**src/core/rcr_pkg.sv**
```systemverilog
// Package with register map, field layouts and encodings of the regulator control bank
package rcr_pkg;

	// Register word addresses
	localparam logic [15:0] REG7_SLEEP_ADDR = 16'h407c;
	localparam logic [15:0] REG8_CTRL_ADDR  = 16'h407d;
	localparam logic [15:0] REG8_NORM_ADDR  = 16'h407e;
	localparam logic [15:0] REG8_SLEEP_ADDR = 16'h407f;

	// Writable bits of each register; the rest read as zero
	localparam logic [15:0] CH7_SLEEP_WMASK = 16'h001f;
	localparam logic [15:0] CTRL_WMASK      = 16'hdfc0;
	localparam logic [15:0] SLOT_WMASK      = 16'he11f;

	// Reset values
	localparam logic [15:0] CH7_SLEEP_RST   = 16'h0000;
	localparam logic [15:0] CTRL_RST        = 16'h0200;
	localparam logic [15:0] NORM_RST        = 16'h0000;
	localparam logic [15:0] SLEEP8_RST      = 16'h0100;

	// Channel control word
	typedef struct packed {
		logic [1:0] uv_action;
		logic       rsvd13;
		logic [1:0] hwc_src;
		logic       hwc_vsel;
		logic [1:0] hwc_mode;
		logic       out_float;
		logic       switch_sel;
		logic [5:0] rsvd5_0;
	} rcr_ctrl_type;

	// Normal-state and sleep-state words share one layout
	typedef struct packed {
		logic [2:0] slot;
		logic [3:0] rsvd12_9;
		logic       op_mode;
		logic [2:0] rsvd7_5;
		logic [4:0] volt;
	} rcr_slot_type;

	// Undervoltage error action
	localparam logic [1:0] UV_IGNORE    = 2'h0;
	localparam logic [1:0] UV_REG_OFF   = 2'h1;
	localparam logic [1:0] UV_SYS_RESET = 2'h2;

	// Hardware-control source
	localparam logic [1:0] HWC_NONE     = 2'h0;
	localparam logic [1:0] HWC_IN1      = 2'h1;
	localparam logic [1:0] HWC_IN2      = 2'h2;
	localparam logic [1:0] HWC_EITHER   = 2'h3;

	// Hardware-control operating mode
	localparam logic [1:0] HWM_OFF      = 2'h1;
	localparam logic [1:0] HWM_ON_MODE  = 2'h3;

	// Slot codes
	localparam logic [2:0] SLOT_NONE    = 3'h0;
	localparam logic [2:0] SLOT_FIRST   = 3'h1;
	localparam logic [2:0] SLOT_LAST    = 3'h5;
	localparam logic [2:0] SLOT_HWEN1   = 3'h6;
	localparam logic [2:0] SLOT_HWEN2   = 3'h7;
	// Sleep slot code c leaves in timeslot SLEEP_SLOT_SUM - c
	localparam logic [2:0] SLEEP_SLOT_SUM = 3'h6;

	// Voltage encoding in millivolts
	localparam logic [4:0]  VOLT_FINE_LAST    = 5'h0c;
	localparam logic [4:0]  VOLT_COARSE_FIRST = 5'h0d;
	localparam logic [11:0] MV_BASE_FINE      = 12'h3e8;
	localparam logic [11:0] MV_STEP_FINE      = 12'h032;
	localparam logic [11:0] MV_BASE_COARSE    = 12'h6a4;
	localparam logic [11:0] MV_STEP_COARSE    = 12'h064;

	// Enable state, Gray coded along off -> on -> undervoltage off
	typedef enum logic [1:0] {
		ST_OFF    = 2'b00,
		ST_ON     = 2'b01,
		ST_UV_OFF = 2'b11
	} rcr_state_type;

endpackage : rcr_pkg

```
**src/core/rcr_regulator_ctrl_regs.sv**
```systemverilog
// Regulator channel control register bank with enable, mode and voltage selection
`timescale 1ns/1ps

module rcr_regulator_ctrl_regs
	import rcr_pkg::*;
(
	input  wire logic        I_REF_CLK,
	input  wire logic        I_SYS_RST,
	input  wire logic [15:0] I_ADDR,
	input  wire logic [15:0] I_WDATA,
	input  wire logic        I_WR,
	input  wire logic        I_RD,
	output logic      [15:0] O_RDATA,
	input  wire logic        I_HW_CTRL1,
	input  wire logic        I_HW_CTRL2,
	input  wire logic        I_HW_EN1,
	input  wire logic        I_HW_EN2,
	input  wire logic [2:0]  I_SEQ_SLOT,
	input  wire logic        I_SEQ_UP,
	input  wire logic        I_UNDERVOLT,
	output logic             O_REG_ENABLE,
	output logic             O_LOW_POWER,
	output logic             O_SWITCH_MODE,
	output logic             O_DISCHARGE,
	output logic      [4:0]  O_VOLT_CODE,
	output logic      [11:0] O_VOLT_MV,
	output logic             O_UV_IRQ,
	output logic             O_SYS_RESET_REQ,
	output logic             O_UV_SHUTDOWN
);

	logic [4:0]    ch7_sleep_volt_code_q;
	rcr_ctrl_type  ctrl_q;
	rcr_slot_type  norm_q;
	rcr_slot_type  sleep8_q;
	rcr_state_type state_q;
	rcr_state_type state_d;
	logic [15:0]   rd_d;
	logic          uv_prev_q;
	logic          uv_evt;
	logic          hwc_act;
	logic          hw_assigned;
	logic          hw_en;
	logic          slot_hit;
	logic          sleep_slot_valid;
	logic          sleep_slot_hit;
	logic          enable_d;
	logic          low_power_d;
	logic [4:0]    volt_d;
	logic          norm_wr;

	// Code to millivolts, fine range then coarse range
	function automatic logic [11:0] volt_to_mv(input logic [4:0] code);
		logic [11:0] mv;
		mv = 12'h000;
		if (code <= VOLT_FINE_LAST) begin
			mv = MV_BASE_FINE + 12'(12'(code) * MV_STEP_FINE);
		end else begin
			mv = MV_BASE_COARSE + 12'(12'(code - VOLT_COARSE_FIRST) * MV_STEP_COARSE);
		end
		return mv;
	endfunction : volt_to_mv

	assign norm_wr = I_WR && (I_ADDR == REG8_NORM_ADDR);

	// Register writes
	always_ff @(posedge I_REF_CLK) begin
		if (I_SYS_RST) begin
			ch7_sleep_volt_code_q <= CH7_SLEEP_RST[4:0];
		end else if (I_WR && I_ADDR == REG7_SLEEP_ADDR) begin
			ch7_sleep_volt_code_q <= I_WDATA[4:0];
		end
	end

	always_ff @(posedge I_REF_CLK) begin
		if (I_SYS_RST) begin
			ctrl_q <= rcr_ctrl_type'(CTRL_RST);
		end else if (I_WR && I_ADDR == REG8_CTRL_ADDR) begin
			ctrl_q <= rcr_ctrl_type'(I_WDATA & CTRL_WMASK);
		end
	end

	always_ff @(posedge I_REF_CLK) begin
		if (I_SYS_RST) begin
			norm_q <= rcr_slot_type'(NORM_RST);
		end else if (norm_wr) begin
			norm_q <= rcr_slot_type'(I_WDATA & SLOT_WMASK);
		end
	end

	always_ff @(posedge I_REF_CLK) begin
		if (I_SYS_RST) begin
			sleep8_q <= rcr_slot_type'(SLEEP8_RST);
		end else if (I_WR && I_ADDR == REG8_SLEEP_ADDR) begin
			sleep8_q <= rcr_slot_type'(I_WDATA & SLOT_WMASK);
		end
	end

	// Read mux; unmapped addresses read zero
	always_comb begin
		case (I_ADDR)
			REG7_SLEEP_ADDR: rd_d = {11'h000, ch7_sleep_volt_code_q};
			REG8_CTRL_ADDR:  rd_d = 16'(ctrl_q) & CTRL_WMASK;
			REG8_NORM_ADDR:  rd_d = 16'(norm_q) & SLOT_WMASK;
			REG8_SLEEP_ADDR: rd_d = 16'(sleep8_q) & SLOT_WMASK;
			default:         rd_d = 16'h0000;
		endcase
	end

	// Read data stands only in the cycle after the strobe
	always_ff @(posedge I_REF_CLK) begin
		if (I_SYS_RST) begin
			O_RDATA <= 16'h0000;
		end else if (I_RD) begin
			O_RDATA <= rd_d;
		end else begin
			O_RDATA <= 16'h0000;
		end
	end

	// Hardware control engagement
	always_comb begin
		case (ctrl_q.hwc_src)
			HWC_NONE:   hwc_act = 1'b0;
			HWC_IN1:    hwc_act = I_HW_CTRL1;
			HWC_IN2:    hwc_act = I_HW_CTRL2;
			HWC_EITHER: hwc_act = I_HW_CTRL1 || I_HW_CTRL2;
			default:    hwc_act = 1'b0;
		endcase
	end

	// Enable source decode
	assign hw_assigned = (norm_q.slot == SLOT_HWEN1) || (norm_q.slot == SLOT_HWEN2);
	assign hw_en       = (norm_q.slot == SLOT_HWEN1) ? I_HW_EN1 : I_HW_EN2;
	assign slot_hit    = (norm_q.slot >= SLOT_FIRST) && (norm_q.slot <= SLOT_LAST)
		&& I_SEQ_UP && (I_SEQ_SLOT == norm_q.slot);
	assign sleep_slot_valid = (sleep8_q.slot >= SLOT_FIRST) && (sleep8_q.slot <= SLOT_LAST);
	// Sleep slot codes count down from timeslot 5 to timeslot 1
	assign sleep_slot_hit = sleep_slot_valid && !I_SEQ_UP
		&& (I_SEQ_SLOT == 3'(SLEEP_SLOT_SUM - sleep8_q.slot));

	// Undervoltage edge
	always_ff @(posedge I_REF_CLK) begin
		if (I_SYS_RST) begin
			uv_prev_q <= 1'b0;
		end else begin
			uv_prev_q <= I_UNDERVOLT;
		end
	end

	assign uv_evt = I_UNDERVOLT && !uv_prev_q;

	// Enable state machine
	always_comb begin
		state_d = state_q;
		case (state_q)
			ST_OFF: begin
				if (hw_assigned && hw_en) begin
					state_d = ST_ON;
				end else if (slot_hit) begin
					state_d = ST_ON;
				end
			end
			ST_ON: begin
				if (uv_evt && ctrl_q.uv_action == UV_REG_OFF) begin
					state_d = ST_UV_OFF;
				end else if (norm_q.slot == SLOT_NONE) begin
					state_d = ST_OFF;
				end else if (hw_assigned) begin
					if (!hw_en && (!sleep_slot_valid || sleep_slot_hit)) begin
						state_d = ST_OFF;
					end
				end else if (sleep_slot_hit) begin
					state_d = ST_OFF;
				end
			end
			ST_UV_OFF: begin
				// Stays off until software rewrites the normal-state register
				if (norm_wr) begin
					state_d = ST_OFF;
				end
			end
			default: state_d = ST_OFF;
		endcase
	end

	always_ff @(posedge I_REF_CLK) begin
		if (I_SYS_RST) begin
			state_q <= ST_OFF;
		end else begin
			state_q <= state_d;
		end
	end

	// Output selection under normal and hardware control
	always_comb begin
		enable_d    = (state_q == ST_ON) && !(hwc_act && ctrl_q.hwc_mode == HWM_OFF);
		low_power_d = norm_q.op_mode;
		if (hwc_act && ctrl_q.hwc_mode != HWM_OFF && ctrl_q.hwc_mode != HWM_ON_MODE) begin
			low_power_d = 1'b1;
		end else if (hwc_act && ctrl_q.hwc_mode == HWM_ON_MODE) begin
			low_power_d = norm_q.op_mode;
		end
		volt_d = (hwc_act && ctrl_q.hwc_vsel) ? sleep8_q.volt : norm_q.volt;
	end

	always_ff @(posedge I_REF_CLK) begin
		if (I_SYS_RST) begin
			O_REG_ENABLE  <= 1'b0;
			O_LOW_POWER   <= 1'b0;
			O_SWITCH_MODE <= 1'b0;
			O_DISCHARGE   <= 1'b1;
			O_VOLT_CODE   <= 5'h00;
			O_VOLT_MV     <= MV_BASE_FINE;
			O_UV_SHUTDOWN <= 1'b0;
		end else begin
			O_REG_ENABLE  <= enable_d;
			O_LOW_POWER   <= low_power_d;
			O_SWITCH_MODE <= ctrl_q.switch_sel;
			O_DISCHARGE   <= !enable_d && !ctrl_q.out_float;
			O_VOLT_CODE   <= volt_d;
			O_VOLT_MV     <= volt_to_mv(volt_d);
			O_UV_SHUTDOWN <= (state_d == ST_UV_OFF);
		end
	end

	// Undervoltage interrupt and system reset request pulses
	always_ff @(posedge I_REF_CLK) begin
		if (I_SYS_RST) begin
			O_UV_IRQ        <= 1'b0;
			O_SYS_RESET_REQ <= 1'b0;
		end else begin
			O_UV_IRQ        <= uv_evt;
			O_SYS_RESET_REQ <= uv_evt && (ctrl_q.uv_action == UV_SYS_RESET);
		end
	end
endmodule : rcr_regulator_ctrl_regs

```
**config.mk**
```make
export PLATFORM = sky130hd
export DESIGN_NAME = rcr_regulator_ctrl_regs
export DESIGN_NICKNAME = d
export VERILOG_FILES = /design/src/core/rcr_pkg.sv /design/src/core/rcr_regulator_ctrl_regs.sv
export SDC_FILE = /design/constraint.sdc
export NUM_CORES = 1
export LEC_CHECK = 0
export BUFFER_PORTS_ARGS = -buffer_cell sky130_fd_sc_hd__buf_2
export CAP_MARGIN = 20
export CORE_ASPECT_RATIO = 1.2
export CORE_MARGIN = 2
export CORE_UTILIZATION = 50
export CTS_CLUSTER_SIZE = 10
export DETAILED_ROUTE_END_ITERATION = 16
export PLACE_DENSITY = 0.81
export SLEW_MARGIN = 5
export SYNTH_ARGS = -nofsm -noshare
export SYNTH_HDL_FRONTEND = slang
export SYNTH_SLANG_ARGS = --single-unit
```
**constraint.sdc**
```tcl
create_clock -name I_REF_CLK -period 4.9 [get_ports I_REF_CLK]
set_clock_uncertainty 0.05 [all_clocks]
set_input_delay 0.49 -clock I_REF_CLK [delete_from_list [all_inputs] [get_ports I_REF_CLK]]
set_output_delay 0.49 -clock I_REF_CLK [all_outputs]
set_load 0.01 [all_outputs]
```
# Word-level counts from Yosys, hierarchy flattened
# Cells that the tools add are included.
[classes]
addsub = 4
multipliers = 2
n_lt_le_gt_ge = 5
eq_ne = 19
muxes = 15
bitwise_logic = 1
n_reduce_logical = 35
[ops]
columns = ["cell", "n"]
rows = [
  ["== test 16 x 15 -> 1 bit, second input constant", 4],
  ["case mux 16 bit (4 select lines)", 1],
  ["logical AND 1 bit", 21],
  ["two-way mux 2 bit", 8],
  ["adder 10 x 11 -> 12 bit, first input constant", 1],
  ["adder 11 x 12 -> 12 bit, first input constant", 1],
  ["multiplier 12 x 5 -> 10 bit, second input constant", 1],
  ["two-way mux 12 bit", 1],
  ["== test 2 bit, second input constant", 5],
  ["multiplier 5 x 5 -> 10 bit, second input constant", 1],
  ["== test 2 x 1 -> 1 bit, second input constant", 4],
  ["logical NOT 1 bit", 7],
  ["== test 3 bit", 2],
  ["== test 3 bit, second input constant", 2],
  [">= comparator 3 x 1 -> 1 bit, second input constant", 2],
  ["less-or-equal comparator 3 bit, second input constant", 2],
  ["case mux 2 bit (3 select lines)", 1],
  ["subtractor 5 x 4 -> 6 bit, second input constant", 1],
  ["less-or-equal comparator 5 x 4 -> 1 bit, second input constant", 1],
  ["two-way mux 5 bit", 1],
  ["logical NOT 2 bit", 2],
  ["case mux 1 bit (4 select lines)", 1],
  ["logical NOT 3 bit", 1],
  ["logical OR 1 bit", 3],
  ["other kinds (6)", 7],
]
[totals]
regBits = 75
inputBits = 45
out_inout_bits = 40

# Logic depth before layout (Yosys ltp)
# Gate-level depths: netlist of the first run.
[depth]
depth_word = 12
mapped_depth = 20

# Worst setup path before layout of the first run
# OpenSTA, ideal clock, no wires.
[synth_timing]
path_kind = "input to register"
start = "in I_HW_CTRL1"
end = "reg O_VOLT_MV[11]"
setup_time_ns = 0.084
arrival_ns = 4.579
slack_ns = 0.187
stages = 20
cell_sequence = "a22o_4 > nand2_4 > buf_6 > mux2i_1 > inv_1 > ha_1 > nor2b_1 > xnor2_1 > ha_1 > ha_1 > inv_1 > fa_1 > inv_1 > ha_1 > inv_1 > o21bai_1 > a21oi_1 > xnor2_1 > xnor3_1 > o31ai_2"
[synth_between]
elab_chain_cells = 8
word_cells_on_any_way = 11
[synth_lines]
columns = ["element", "line", "text"]
rows = [
  ["from (decl)", "rcr_regulator_ctrl_regs.sv:14", "input wire logic I_HW_CTRL1,"],
  ["logical OR 1 bit", "rcr_regulator_ctrl_regs.sv:127", "HWC_EITHER: hwc_act = I_HW_CTRL1 || I_HW_CTRL2;"],
  ["case mux 1 bit (4 select lines) (*)", "rcr_regulator_ctrl_regs.sv:123", "case (ctrl_q.hwc_src)"],
  ["logical AND 1 bit (*)", "rcr_regulator_ctrl_regs.sv:204", "volt_d = (hwc_act && ctrl_q.hwc_vsel) ? sleep8_q.volt : norm_q.volt;"],
  ["two-way mux 5 bit (*)", "rcr_regulator_ctrl_regs.sv:204", ""],
  ["named net volt_d[3]", "rcr_regulator_ctrl_regs.sv:49", "logic [4:0] volt_d;"],
  ["subtractor 5 x 4 -> 6 bit", "rcr_regulator_ctrl_regs.sv:59", "mv = MV_BASE_COARSE + 12'(12'(code - VOLT_COARSE_FIRST) * MV_STEP_COARSE);"],
  ["multiplier 12 x 5 -> 10 bit", "rcr_regulator_ctrl_regs.sv:59", ""],
  ["adder 11 x 12 -> 12 bit", "rcr_regulator_ctrl_regs.sv:59", ""],
  ["two-way mux 12 bit (*)", "rcr_regulator_ctrl_regs.sv:56", "if (code <= VOLT_FINE_LAST) begin"],
  ["to (signal assigned)", "rcr_regulator_ctrl_regs.sv:222", "O_VOLT_MV <= volt_to_mv(volt_d);"],
  ["to (decl)", "rcr_regulator_ctrl_regs.sv:26", "output logic [11:0] O_VOLT_MV,"],
]
# Mark *: on every way through the listed nets, which the timed path passes. The rest lies on a longest branch.
# A chain may end at the register's enable or synchronous reset.

# Final worst setup path of the first run
[layout_timing]
start = "reg ctrl_q[11] (netlist name)"
end = "reg O_VOLT_MV[11]"
[layout_between]
elab_chain_cells = 8
word_cells_on_any_way = 14
[layout_lines]
columns = ["element", "line", "text"]
rows = [
  ["from (decl)", "rcr_regulator_ctrl_regs.sv:33", "rcr_ctrl_type ctrl_q;"],
  ["from (signal assigned)", "rcr_regulator_ctrl_regs.sv:77", "ctrl_q <= rcr_ctrl_type'(CTRL_RST);"],
  ["from (signal assigned)", "rcr_regulator_ctrl_regs.sv:79", "ctrl_q <= rcr_ctrl_type'(I_WDATA & CTRL_WMASK);"],
  ["== test 2 bit, or another cell as far along", "rcr_regulator_ctrl_regs.sv:123", ""],
  ["case mux 1 bit (4 select lines) (*)", "rcr_regulator_ctrl_regs.sv:123", ""],
  ["logical AND 1 bit (*)", "rcr_regulator_ctrl_regs.sv:204", ""],
  ["two-way mux 5 bit (*)", "rcr_regulator_ctrl_regs.sv:204", ""],
  ["named net volt_d[2]", "rcr_regulator_ctrl_regs.sv:49", ""],
  ["subtractor 5 x 4 -> 6 bit", "rcr_regulator_ctrl_regs.sv:59", ""],
  ["multiplier 12 x 5 -> 10 bit", "rcr_regulator_ctrl_regs.sv:59", ""],
  ["adder 11 x 12 -> 12 bit", "rcr_regulator_ctrl_regs.sv:59", ""],
  ["two-way mux 12 bit (*)", "rcr_regulator_ctrl_regs.sv:56", ""],
]
# Marked as above.

==> flow_summary.ini, run 1 <==
[clock_tree]
clock_tree.root_cell = clkbuf_8
cts_tree = yes
cts_setup_buffers = 0
cts_buffers = 9
clk_latency_ns = 0.34
cts.repair.resized = 0
clk_path_buf_depth = 2
cts-hold-fix-buffers = 0
clock_sinks = 73
clk_pin_slew_ns = 0.07
h-tree-depth = 3

[layout]
drive_gt1_share_pct = 24.19
fin_area_sq_um = 4841
antenna_cells = 0
final_core_util_pct = 60.04
fin_cells = 620
syn2layout_area_growth_pct = 18.14
fin_nets = 608

[floorplanning]
num_rows = 36
fp.dieH_um = 103.2
core_sq_um = 8063
ioPinCount = 85
die-area_sq_um = 8939
start_util_pct = 50.82
fp.dieW_um = 86.64

[synth]
ys_warn_count = 0
synth_top_cell_area_share_pct = 35.66
ys_ff_latch = 73
synth_cell_types = 58
synth_cells = 434
synth.avg_cell_area_sq_um = 9.442
synth_edf_count = 0
ys_top_cells_by_count = 73 x dfxtp_1, 62 x nor2_1, 43 x mux2i_1
yosysSeqAreaShare_pct = 35.66
synth_most_common_cell = dfxtp_1
ys_top_cells_by_area = dfxtp_1 36%, ha_1 11%, mux2i_1 11%
synthArstFlopShare_pct = 0
synth_flop_cell = dfxtp_1
netlist_area_sq_um = 4098
synth_top_cell_by_area = dfxtp_1

[setup_path]
crit_path_max_fanout = 12
r2r-start = ctrl_q[11]$_SDFFE_PP0P_
cp_data_required_time_ns = 5.11
cp-start-kind = flip-flop
arrival_ns = 4.77
end_kind = flip-flop
r2r_end = O_VOLT_MV[11]$_SDFF_PP0_
setup.worst_path.class = flip-flop to flip-flop
ff2ff_setup_slack_ns = 0.34
ff2ff_path_depth = 17

[timing]
setup_viol = 0
maxSlewHeadroom_pct = 42.45
fin_crit_ns = 4.565
rsz0062_at_grt = no
min_period_over_period_pct = 93.16
max_freq_mhz = 219.1
hold_viol_final = 0
tns_ns = 0
drv_slew = 0
worst_pin_slew_ns = 0.8632
setup_ws_ns = 0.3350
hold_ws_ns = 0.3301

[place]
dp_hpwl_um = 6980
pre_cts_slack_ns = 0.04499
dpl_cell_area_sq_um = 4623
io_buffers = 81
dpl.cell_count = 605
routabilityCongestion = 0.8045

[drt]
viasPerCell = 5.406
drtAntennaViolNets = 0
dr.pass1.iters = 4
wl_per_cell_um = 14.60
num_vias = 3352
drc = 0
drt_wl_total_um = 9053
drt_iter0_drc = 118

[global_routing]
antenna_found_initial = 0
grtUsageTotal_pct = 21.03
grt-ovfl-total = 0
grt_max_degree = 47
grt_pass1_wl_um = 14860
first_global_vias = 3463

[job]
maxCapViolCount = 0

[status]
status = complete, no violations

[worst_hold_path]
min_path_type = input port to flip-flop
worstHoldStart = I_WDATA[12]
hold_end = ctrl_q[12]$_SDFFE_PP0P_
holdPathStages = 3

[power_and_ir_drop]
p_leak_nw = 2.525
p_total_mw = 1.155
ir_drop_mv = 0.1884
power_density_nw_per_um2 = 238.5
[per-layer routing]
metal  track usage (%)  wire, um  vias to the layer above
li1                  -         -                     1657
met1             20.56      3502                     1589
met2             42.37      5004                       93
met3             3.492       391                       13
met4             9.856       155                        0
met5                 0         0                        -
[cell families after synthesis]
logic type / Yosys count / synth area share, %
fa+ha+maj: 42 / 13.92
simple gates: 133 / 15.85
buf+inv: 43 / 4.427
flops: 73 / 35.66
compound gates: 61 / 10.26
xor+xnor: 30 / 6.748
other cells: 1 / 0.09152
mux: 51 / 13.04
[layout make-up]
type / instances / area (sq um)
fill: 678 / 3222
multi-input combinational: 319 / 2459
sequential: 73 / 1461
timing repair buffer: 91 / 480.5
clock buffer: 10 / 137.6
tap: 95 / 118.9
inverter: 27 / 103.9
clock inverter: 5 / 80.08
[sequential cells by signal, indices dropped and copies added, names as in the netlist]
name	count
ctrl_q	9
norm_q	9
ch7_sleep_volt_code_q	5
O_VOLT_MV	11
O_UV_SHUTDOWN	1
O_REG_ENABLE	1
O_VOLT_CODE	5
sleep8_q	9
O_SWITCH_MODE	1
uv_prev_q	1
O_SYS_RESET_REQ	1
state_q	2
O_LOW_POWER	1
O_DISCHARGE	1
O_UV_IRQ	1
O_RDATA	15
[critical path, stage by stage, from the launching register on]
cell      delay [ns]
dfxtp_1         0.33
a22o_4          0.28
nand2_4         0.18
mux2i_1         0.27
inv_1           0.14
ha_1            0.21
a21o_4          0.22
xnor2_1         0.12
ha_1            0.29
ha_1            0.32
fa_1            0.48
ha_1            0.35
a21oi_1         0.18
o21bai_1        0.09
a21oi_1         0.18
xnor2_1         0.18
xnor3_1         0.40
o31ai_2         0.19
[layout by cell type (no fill, tap or decap), types with 5 or more instances in the layout]
| master | instances |
|---|---|
| mux2_2 | 6 |
| inv_1 | 24 |
| xor2_1 | 11 |
| o21ai_0 | 10 |
| nor2_1 | 62 |
| mux2i_1 | 43 |
| nor2b_1 | 5 |
| nand2_1 | 23 |
| nand3_1 | 5 |
| fa_1 | 6 |
| clkbuf_8 | 10 |
| buf_4 | 10 |
| and2_1 | 8 |
| xnor2_1 | 18 |
| a21oi_1 | 22 |
| buf_2 | 81 |
| ha_1 | 36 |
| dfxtp_1 | 73 |
[how the worst max path moves through the flow]
stage                       startpoint  cells after the start                        to
2_1_floorplan               I_HW_CTRL1                     20  O_VOLT_MV[11]$_SDFF_PP0_
3_3_place_gp                I_HW_CTRL1                     20  O_VOLT_MV[11]$_SDFF_PP0_
3_5_place_dp                I_HW_CTRL1                     18  O_VOLT_MV[11]$_SDFF_PP0_
4_1_cts        ctrl_q[11]$_SDFFE_PP0P_                     17  O_VOLT_MV[11]$_SDFF_PP0_
5_1_grt        ctrl_q[11]$_SDFFE_PP0P_                     19  O_VOLT_MV[11]$_SDFF_PP0_
6_report       ctrl_q[11]$_SDFFE_PP0P_                     17  O_VOLT_MV[11]$_SDFF_PP0_
[power breakdown]
| part | total [mW] | leakage, nW | switching [mW] | internal [mW] |
|---|---|---|---|---|
| sequential | 0.594 | 0.589 | 0.000266 | 0.594 |
| clock | 0.517 | 0.104 | 0.220 | 0.297 |
| combinational | 0.0438 | 1.83 | 0.0248 | 0.0190 |
| total | 1.15 | 2.52 | 0.245 | 0.909 |
Power figures use the tool's default switching activity.
==> run 2: changes to the inputs <==
--- a/config.mk
+++ b/config.mk
@@ -7,12 +7,14 @@
 export LEC_CHECK = 0
 export BUFFER_PORTS_ARGS = -buffer_cell sky130_fd_sc_hd__buf_2
 export CAP_MARGIN = 20
+export CELL_PAD_IN_SITES_DETAIL_PLACEMENT = 2
+export CELL_PAD_IN_SITES_GLOBAL_PLACEMENT = 2
 export CORE_ASPECT_RATIO = 1.2
 export CORE_MARGIN = 2
-export CORE_UTILIZATION = 50
+export CORE_UTILIZATION = 36
 export CTS_CLUSTER_SIZE = 10
 export DETAILED_ROUTE_END_ITERATION = 16
-export PLACE_DENSITY = 0.81
+export PLACE_DENSITY = 0.89
 export SLEW_MARGIN = 5
 export SYNTH_ARGS = -nofsm -noshare
 export SYNTH_HDL_FRONTEND = slang
==> constraint.sdc (replaced) <==
create_clock -name I_REF_CLK -period 5.45 [get_ports I_REF_CLK]
set_clock_uncertainty 0.05 [all_clocks]
set_input_delay 0.545 -clock I_REF_CLK [delete_from_list [all_inputs] [get_ports I_REF_CLK]]
set_output_delay 0.545 -clock I_REF_CLK [all_outputs]
set_load 0.01 [all_outputs]
==> run 2 against run 1 <==
Net effect: wire length is 49% higher; clock power is 20% higher; sequential share of layout area is 0.60 points lower; die area is 37% higher; largest cell class unchanged; largest power group is now the clock network.
==> flow_summary.ini, run 2 (synthesized netlist as in run 1, its figures left out) <==
[setup_path]
r2r_end = O_VOLT_MV[11]$_SDFF_PP0_
r2r-start = ctrl_q[11]$_SDFFE_PP0P_
ff2ff_setup_slack_ns = 0.51
ff2ff_path_depth = 19
crit_path_max_fanout = 12
end_kind = flip-flop
arrival_ns = 5.15
cp-start-kind = flip-flop
cp_data_required_time_ns = 5.66
setup.worst_path.class = flip-flop to flip-flop

[timing]
hold_viol_final = 0
drv_slew = 0
fin_crit_ns = 4.945
tns_ns = 0
maxSlewHeadroom_pct = 39.12
setup_viol = 0
min_period_over_period_pct = 90.73
worst_pin_slew_ns = 0.9133
max_freq_mhz = 202.2
rsz0062_at_grt = no

[drt]
num_vias = 3432
drt_iter0_drc = 108
viasPerCell = 5.107
drt_wl_total_um = 13460
drc = 0
dr.pass1.iters = 4
drtAntennaViolNets = 0
wl_per_cell_um = 20.02

[power_and_ir_drop]
switchingPower_mw = 0.2853
pwr-share-clk_pct = 51.7
power_density_nw_per_um2 = 242.0
swShare_pct = 23.87
p_seq_share_pct = 44.7
ir_drop_mv = 0.1297
p_int_mw = 0.9099
comb_power_share_pct = 3.5
p_leak_nw = 2.526

[layout]
final_common_cell = buf_2
mostFrequentLayoutCells = 81 x buf_2, 73 x dfxtp_1, 62 x nor2_1
drive_gt1_share_pct = 23.17
largest_register = O_RDATA
fin_nets = 600
nFillCells = 1180
fin_cells = 672
largest_register_ffs = 15
antenna_cells = 0
reg_top3 = O_RDATA (15), O_VOLT_MV (11)
area.sequential_sq_um = 1461
multi_input_area_sq_um = 2459
syn2layout_area_growth_pct = 20.52

[place]
routabilityCongestion = 0.7984
dp_hpwl_um = 9573
dpl.cell_count = 656
io_buffers = 81

[job]
maxCapViolCount = 0

[floorplanning]
fp.dieH_um = 120.9
num_rows = 42
start_util_pct = 36.96
ioPinCount = 85
fp.dieW_um = 101.4
core_sq_um = 11090
die-area_sq_um = 12260

[clock_tree]
h-tree-depth = 3
clk_path_buf_depth = 2
clock_sinks = 73
clk_latency_ns = 0.35
clk_pin_slew_ns = 0.06
clock_tree.root_cell = clkbuf_16
cts-hold-fix-buffers = 0
cts_buffers = 9
cts.repair.resized = 0
cts_tree = yes
cts_setup_buffers = 0

[worst_hold_path]
min_path_type = input port to flip-flop
hold_end = ctrl_q[11]$_SDFFE_PP0P_
worstHoldStart = I_WDATA[11]
holdPathStages = 3

[global_routing]
grt_pass1_wl_um = 20890
grtUsageTotal_pct = 22.66
first_global_vias = 3910
grt-ovfl-total = 0
antenna_found_initial = 0
grt_max_degree = 47

[status]
status = complete, no violations
[run 2: metal layers]
metal / GRT usage [%] / vias up / share of wire, %
met5: 0 / - / 0
met4: 5.997 / 0 / 1.5
met3: 3.571 / 18 / 2.9
met2: 45.99 / 69 / 58
met1: 23.22 / 1702 / 37
li1: - / 1643 / -
[run 2: final cells by class]
class	instances	area share (%)
Multi-Input combinational cell	319	49.78
Sequential cell	73	29.59
Timing Repair Buffer	83	8.513
Clock buffer	9	4.560
Tap cell	154	3.902
Inverter	27	2.103
Clock inverter	7	1.545
[run 2: worst max-delay path, stage by stage (launching register included)]
cell and delay, ns:
dfxtp_1 0.33, a22o_4 0.29, nand2_4 0.20, mux2i_1 0.38
inv_1 0.26, ha_1 0.31, nor2b_1 0.17, xnor2_1 0.26
ha_1 0.28, ha_1 0.28, inv_1 0.05, fa_1 0.52
inv_1 0.05, ha_1 0.30, inv_1 0.09, o21bai_1 0.08
a21oi_1 0.21, xnor2_1 0.19, xnor3_1 0.37, o31ai_2 0.17
[run 2: power groups by stage]
| stage | registers (mW) | logic, mW | clock network (mW) |
|---|---|---|---|
| floorplan | 0.547 | 0.0178 | 0 |
| global placement | 0.546 | 0.0394 | 0 |
| finish | 0.534 | 0.0424 | 0.618 |
| global route | 0.534 | 0.0455 | 0.649 |
| detailed placement | 0.547 | 0.0412 | 0 |
| CTS | 0.534 | 0.0425 | 0.627 |
[run 2: worst max-delay path by stage]
stage | startpoint | end | slack [ns] | cells after the start
2_1_floorplan | I_HW_CTRL1 | O_VOLT_MV[11]$_SDFF_PP0_ | 0.68 | 20
3_3_place_gp | I_HW_CTRL1 | O_VOLT_MV[11]$_SDFF_PP0_ | 0.40 | 18
3_5_place_dp | I_HW_CTRL1 | O_VOLT_MV[11]$_SDFF_PP0_ | 0.23 | 18
4_1_cts | ctrl_q[11]$_SDFFE_PP0P_ | O_VOLT_MV[11]$_SDFF_PP0_ | 0.47 | 19
5_1_grt | ctrl_q[11]$_SDFFE_PP0P_ | O_VOLT_MV[11]$_SDFF_PP0_ | 0.17 | 17
6_report | ctrl_q[11]$_SDFFE_PP0P_ | O_VOLT_MV[11]$_SDFF_PP0_ | 0.51 | 19
[run 2: stage by stage]
step	util (%)	total power, mW	hold WS [ns]	setup slack [ns]	instance area (sq um)
final	44.54	1.195	0.3958	0.5051	4938
after global routing	44.54	1.229	0.4124	0.1688	4938
after CTS	44.54	1.204	0.3835	0.4664	4938
after detailed placement	41.82	0.5878	0.3989	0.2337	4637
after global placement	41.82	0.5858	0.3527	0.4030	4637
after floorplan	-	0.5644	0.3421	0.6817	4101
==> run 3: changes to the inputs <==
--- a/config.mk
+++ b/config.mk
@@ -10,7 +10,7 @@
 export CELL_PAD_IN_SITES_DETAIL_PLACEMENT = 2
 export CELL_PAD_IN_SITES_GLOBAL_PLACEMENT = 2
 export CORE_ASPECT_RATIO = 1.2
-export CORE_MARGIN = 2
+export CORE_MARGIN = 3
 export CORE_UTILIZATION = 36
 export CTS_CLUSTER_SIZE = 10
 export DETAILED_ROUTE_END_ITERATION = 16
==> run 3 against run 2 <==
Net effect: maximum frequency down 2.8%; register-to-register slack worse by 0.14 ns; first-iteration DRC count down 9.3%; die area up 3.7%; via count up 1.8%; final cell count unchanged; largest cell class unchanged; power up 2.6%; critical path depth down 2; setup slack worse by 0.14 ns; final area up 0.35%.
==> flow_summary.ini, run 3 (synthesized netlist as in run 1, its figures left out) <==
[status]
status = complete, no violations

[drt]
drtAntennaViolNets = 0
dr.pass1.iters = 4
drt_wl_total_um = 13850
drt_iter0_drc = 98
wl_per_cell_um = 20.61
drc = 0
viasPerCell = 5.198
num_vias = 3493

[setup_path]
r2r-start = ctrl_q[11]$_SDFFE_PP0P_
setup.worst_path.class = flip-flop to flip-flop
ff2ff_path_depth = 17
cp-start-kind = flip-flop
crit_path_max_fanout = 12
r2r_end = O_VOLT_MV[11]$_SDFF_PP0_
arrival_ns = 5.30
end_kind = flip-flop
cp_data_required_time_ns = 5.66
ff2ff_setup_slack_ns = 0.36

[power_and_ir_drop]
p_leak_nw = 2.535
power_density_nw_per_um2 = 247.5
ir_drop_mv = 0.1522

[clock_tree]
cts_buffers = 9
clock_tree.root_cell = clkbuf_16
clk_latency_ns = 0.35
cts_setup_buffers = 0
cts.repair.resized = 0
cts-hold-fix-buffers = 0
h-tree-depth = 3
clk_pin_slew_ns = 0.06
clk_path_buf_depth = 2
cts_tree = yes
clock_sinks = 73

[layout]
largest_register_ffs = 15
nFillCells = 1193
reg_top3 = O_RDATA (15), O_VOLT_MV (11)
drive_gt1_share_pct = 23.17
largest_register = O_RDATA
syn2layout_area_growth_pct = 20.95
final_common_cell = buf_2
mostFrequentLayoutCells = 81 x buf_2, 73 x dfxtp_1, 62 x nor2_1
fin_nets = 600
antenna_cells = 0
fin_area_sq_um = 4956

[job]
maxCapViolCount = 0

[timing]
hold_viol_final = 0
worst_pin_slew_ns = 0.8875
maxSlewHeadroom_pct = 40.83
min_period_over_period_pct = 93.36
setup_viol = 0
tns_ns = 0
hold_ws_ns = 0.3953
fin_crit_ns = 5.088
max_freq_mhz = 196.5
rsz0062_at_grt = no
drv_slew = 0

[global_routing]
grt-ovfl-total = 0
grt_max_degree = 47
grtUsageTotal_pct = 22.77
grt_pass1_wl_um = 21850
antenna_found_initial = 0
first_global_vias = 4058

[worst_hold_path]
holdPathStages = 3
worstHoldStart = I_WDATA[7]
min_path_type = input port to flip-flop
hold_end = ctrl_q[7]$_SDFFE_PP0P_

[floorplanning]
ioPinCount = 85
fp.dieH_um = 122.9
fp.dieW_um = 103.4
num_rows = 42
core_sq_um = 11090
start_util_pct = 36.96
die-area_sq_um = 12700

[place]
routabilityCongestion = 0.8188
io_buffers = 81
dp_hpwl_um = 10020
dpl_cell_area_sq_um = 4637
[run 3: worst max-delay path, cell delays in order, from the launching register on]
cell	delay, ns
dfxtp_1	0.34
a22o_4	0.29
nand2_4	0.19
mux2i_1	0.49
inv_1	0.28
ha_1	0.27
a21o_4	0.23
xnor2_1	0.18
ha_1	0.28
ha_1	0.32
fa_1	0.46
ha_1	0.35
a21oi_1	0.23
o21bai_1	0.10
a21oi_1	0.18
xnor2_1	0.18
xnor3_1	0.38
o31ai_2	0.18
[run 3: routing by layer]
metal	GRT usage (%)	wire length, um	vias to the layer above
met3	3.184	503	30
met2	44.74	7755	84
met4	9.879	425	0
met5	0	0	-
li1	-	-	1637
met1	22.99	5165	1742
[run 3: how the worst max path moves through the flow]
stage / startpoint / cells past startpoint / end / slack, ns
CTS: ctrl_q[11]$_SDFFE_PP0P_ / 17 / O_VOLT_MV[11]$_SDFF_PP0_ / 0.33
global route: ctrl_q[11]$_SDFFE_PP0P_ / 17 / O_VOLT_MV[11]$_SDFF_PP0_ / 0.05
global placement: I_HW_CTRL1 / 18 / O_VOLT_MV[11]$_SDFF_PP0_ / 0.32
finish: ctrl_q[11]$_SDFFE_PP0P_ / 17 / O_VOLT_MV[11]$_SDFF_PP0_ / 0.36
floorplan: I_HW_CTRL1 / 20 / O_VOLT_MV[11]$_SDFF_PP0_ / 0.68
detailed placement: I_HW_CTRL1 / 18 / O_VOLT_MV[11]$_SDFF_PP0_ / 0.06
[run 3: final cells by class]
type	count	area [sq um]	share of cell area (%)
inverter	27	103.9	2.095
multi-input combinational	319	2459	49.61
timing repair buffer	83	420.4	8.483
clock buffer	9	225.2	4.544
sequential	73	1461	29.49
clock inverter	7	93.84	1.893
tap	154	192.7	3.888
[run 3: power by group]
group,switching [mW],internal [mW]
clock network,0.249,0.401
logic,0.0252,0.0172
registers,0.000301,0.534
total,0.274,0.952
[run 3: per-stage QoR]
stage / cells / total power, mW / worst slack (ns) / utilization [%]
2_1_floorplan: 435 / 0.5644 / 0.6817 / -
3_3_place_gp: 656 / 0.5856 / 0.3223 / 41.82
3_5_place_dp: 656 / 0.5880 / 0.06184 / 41.82
4_1_cts: 672 / 1.235 / 0.3348 / 44.70
5_1_grt: 672 / 1.262 / 0.04737 / 44.70
6_report: 672 / 1.227 / 0.3620 / 44.70
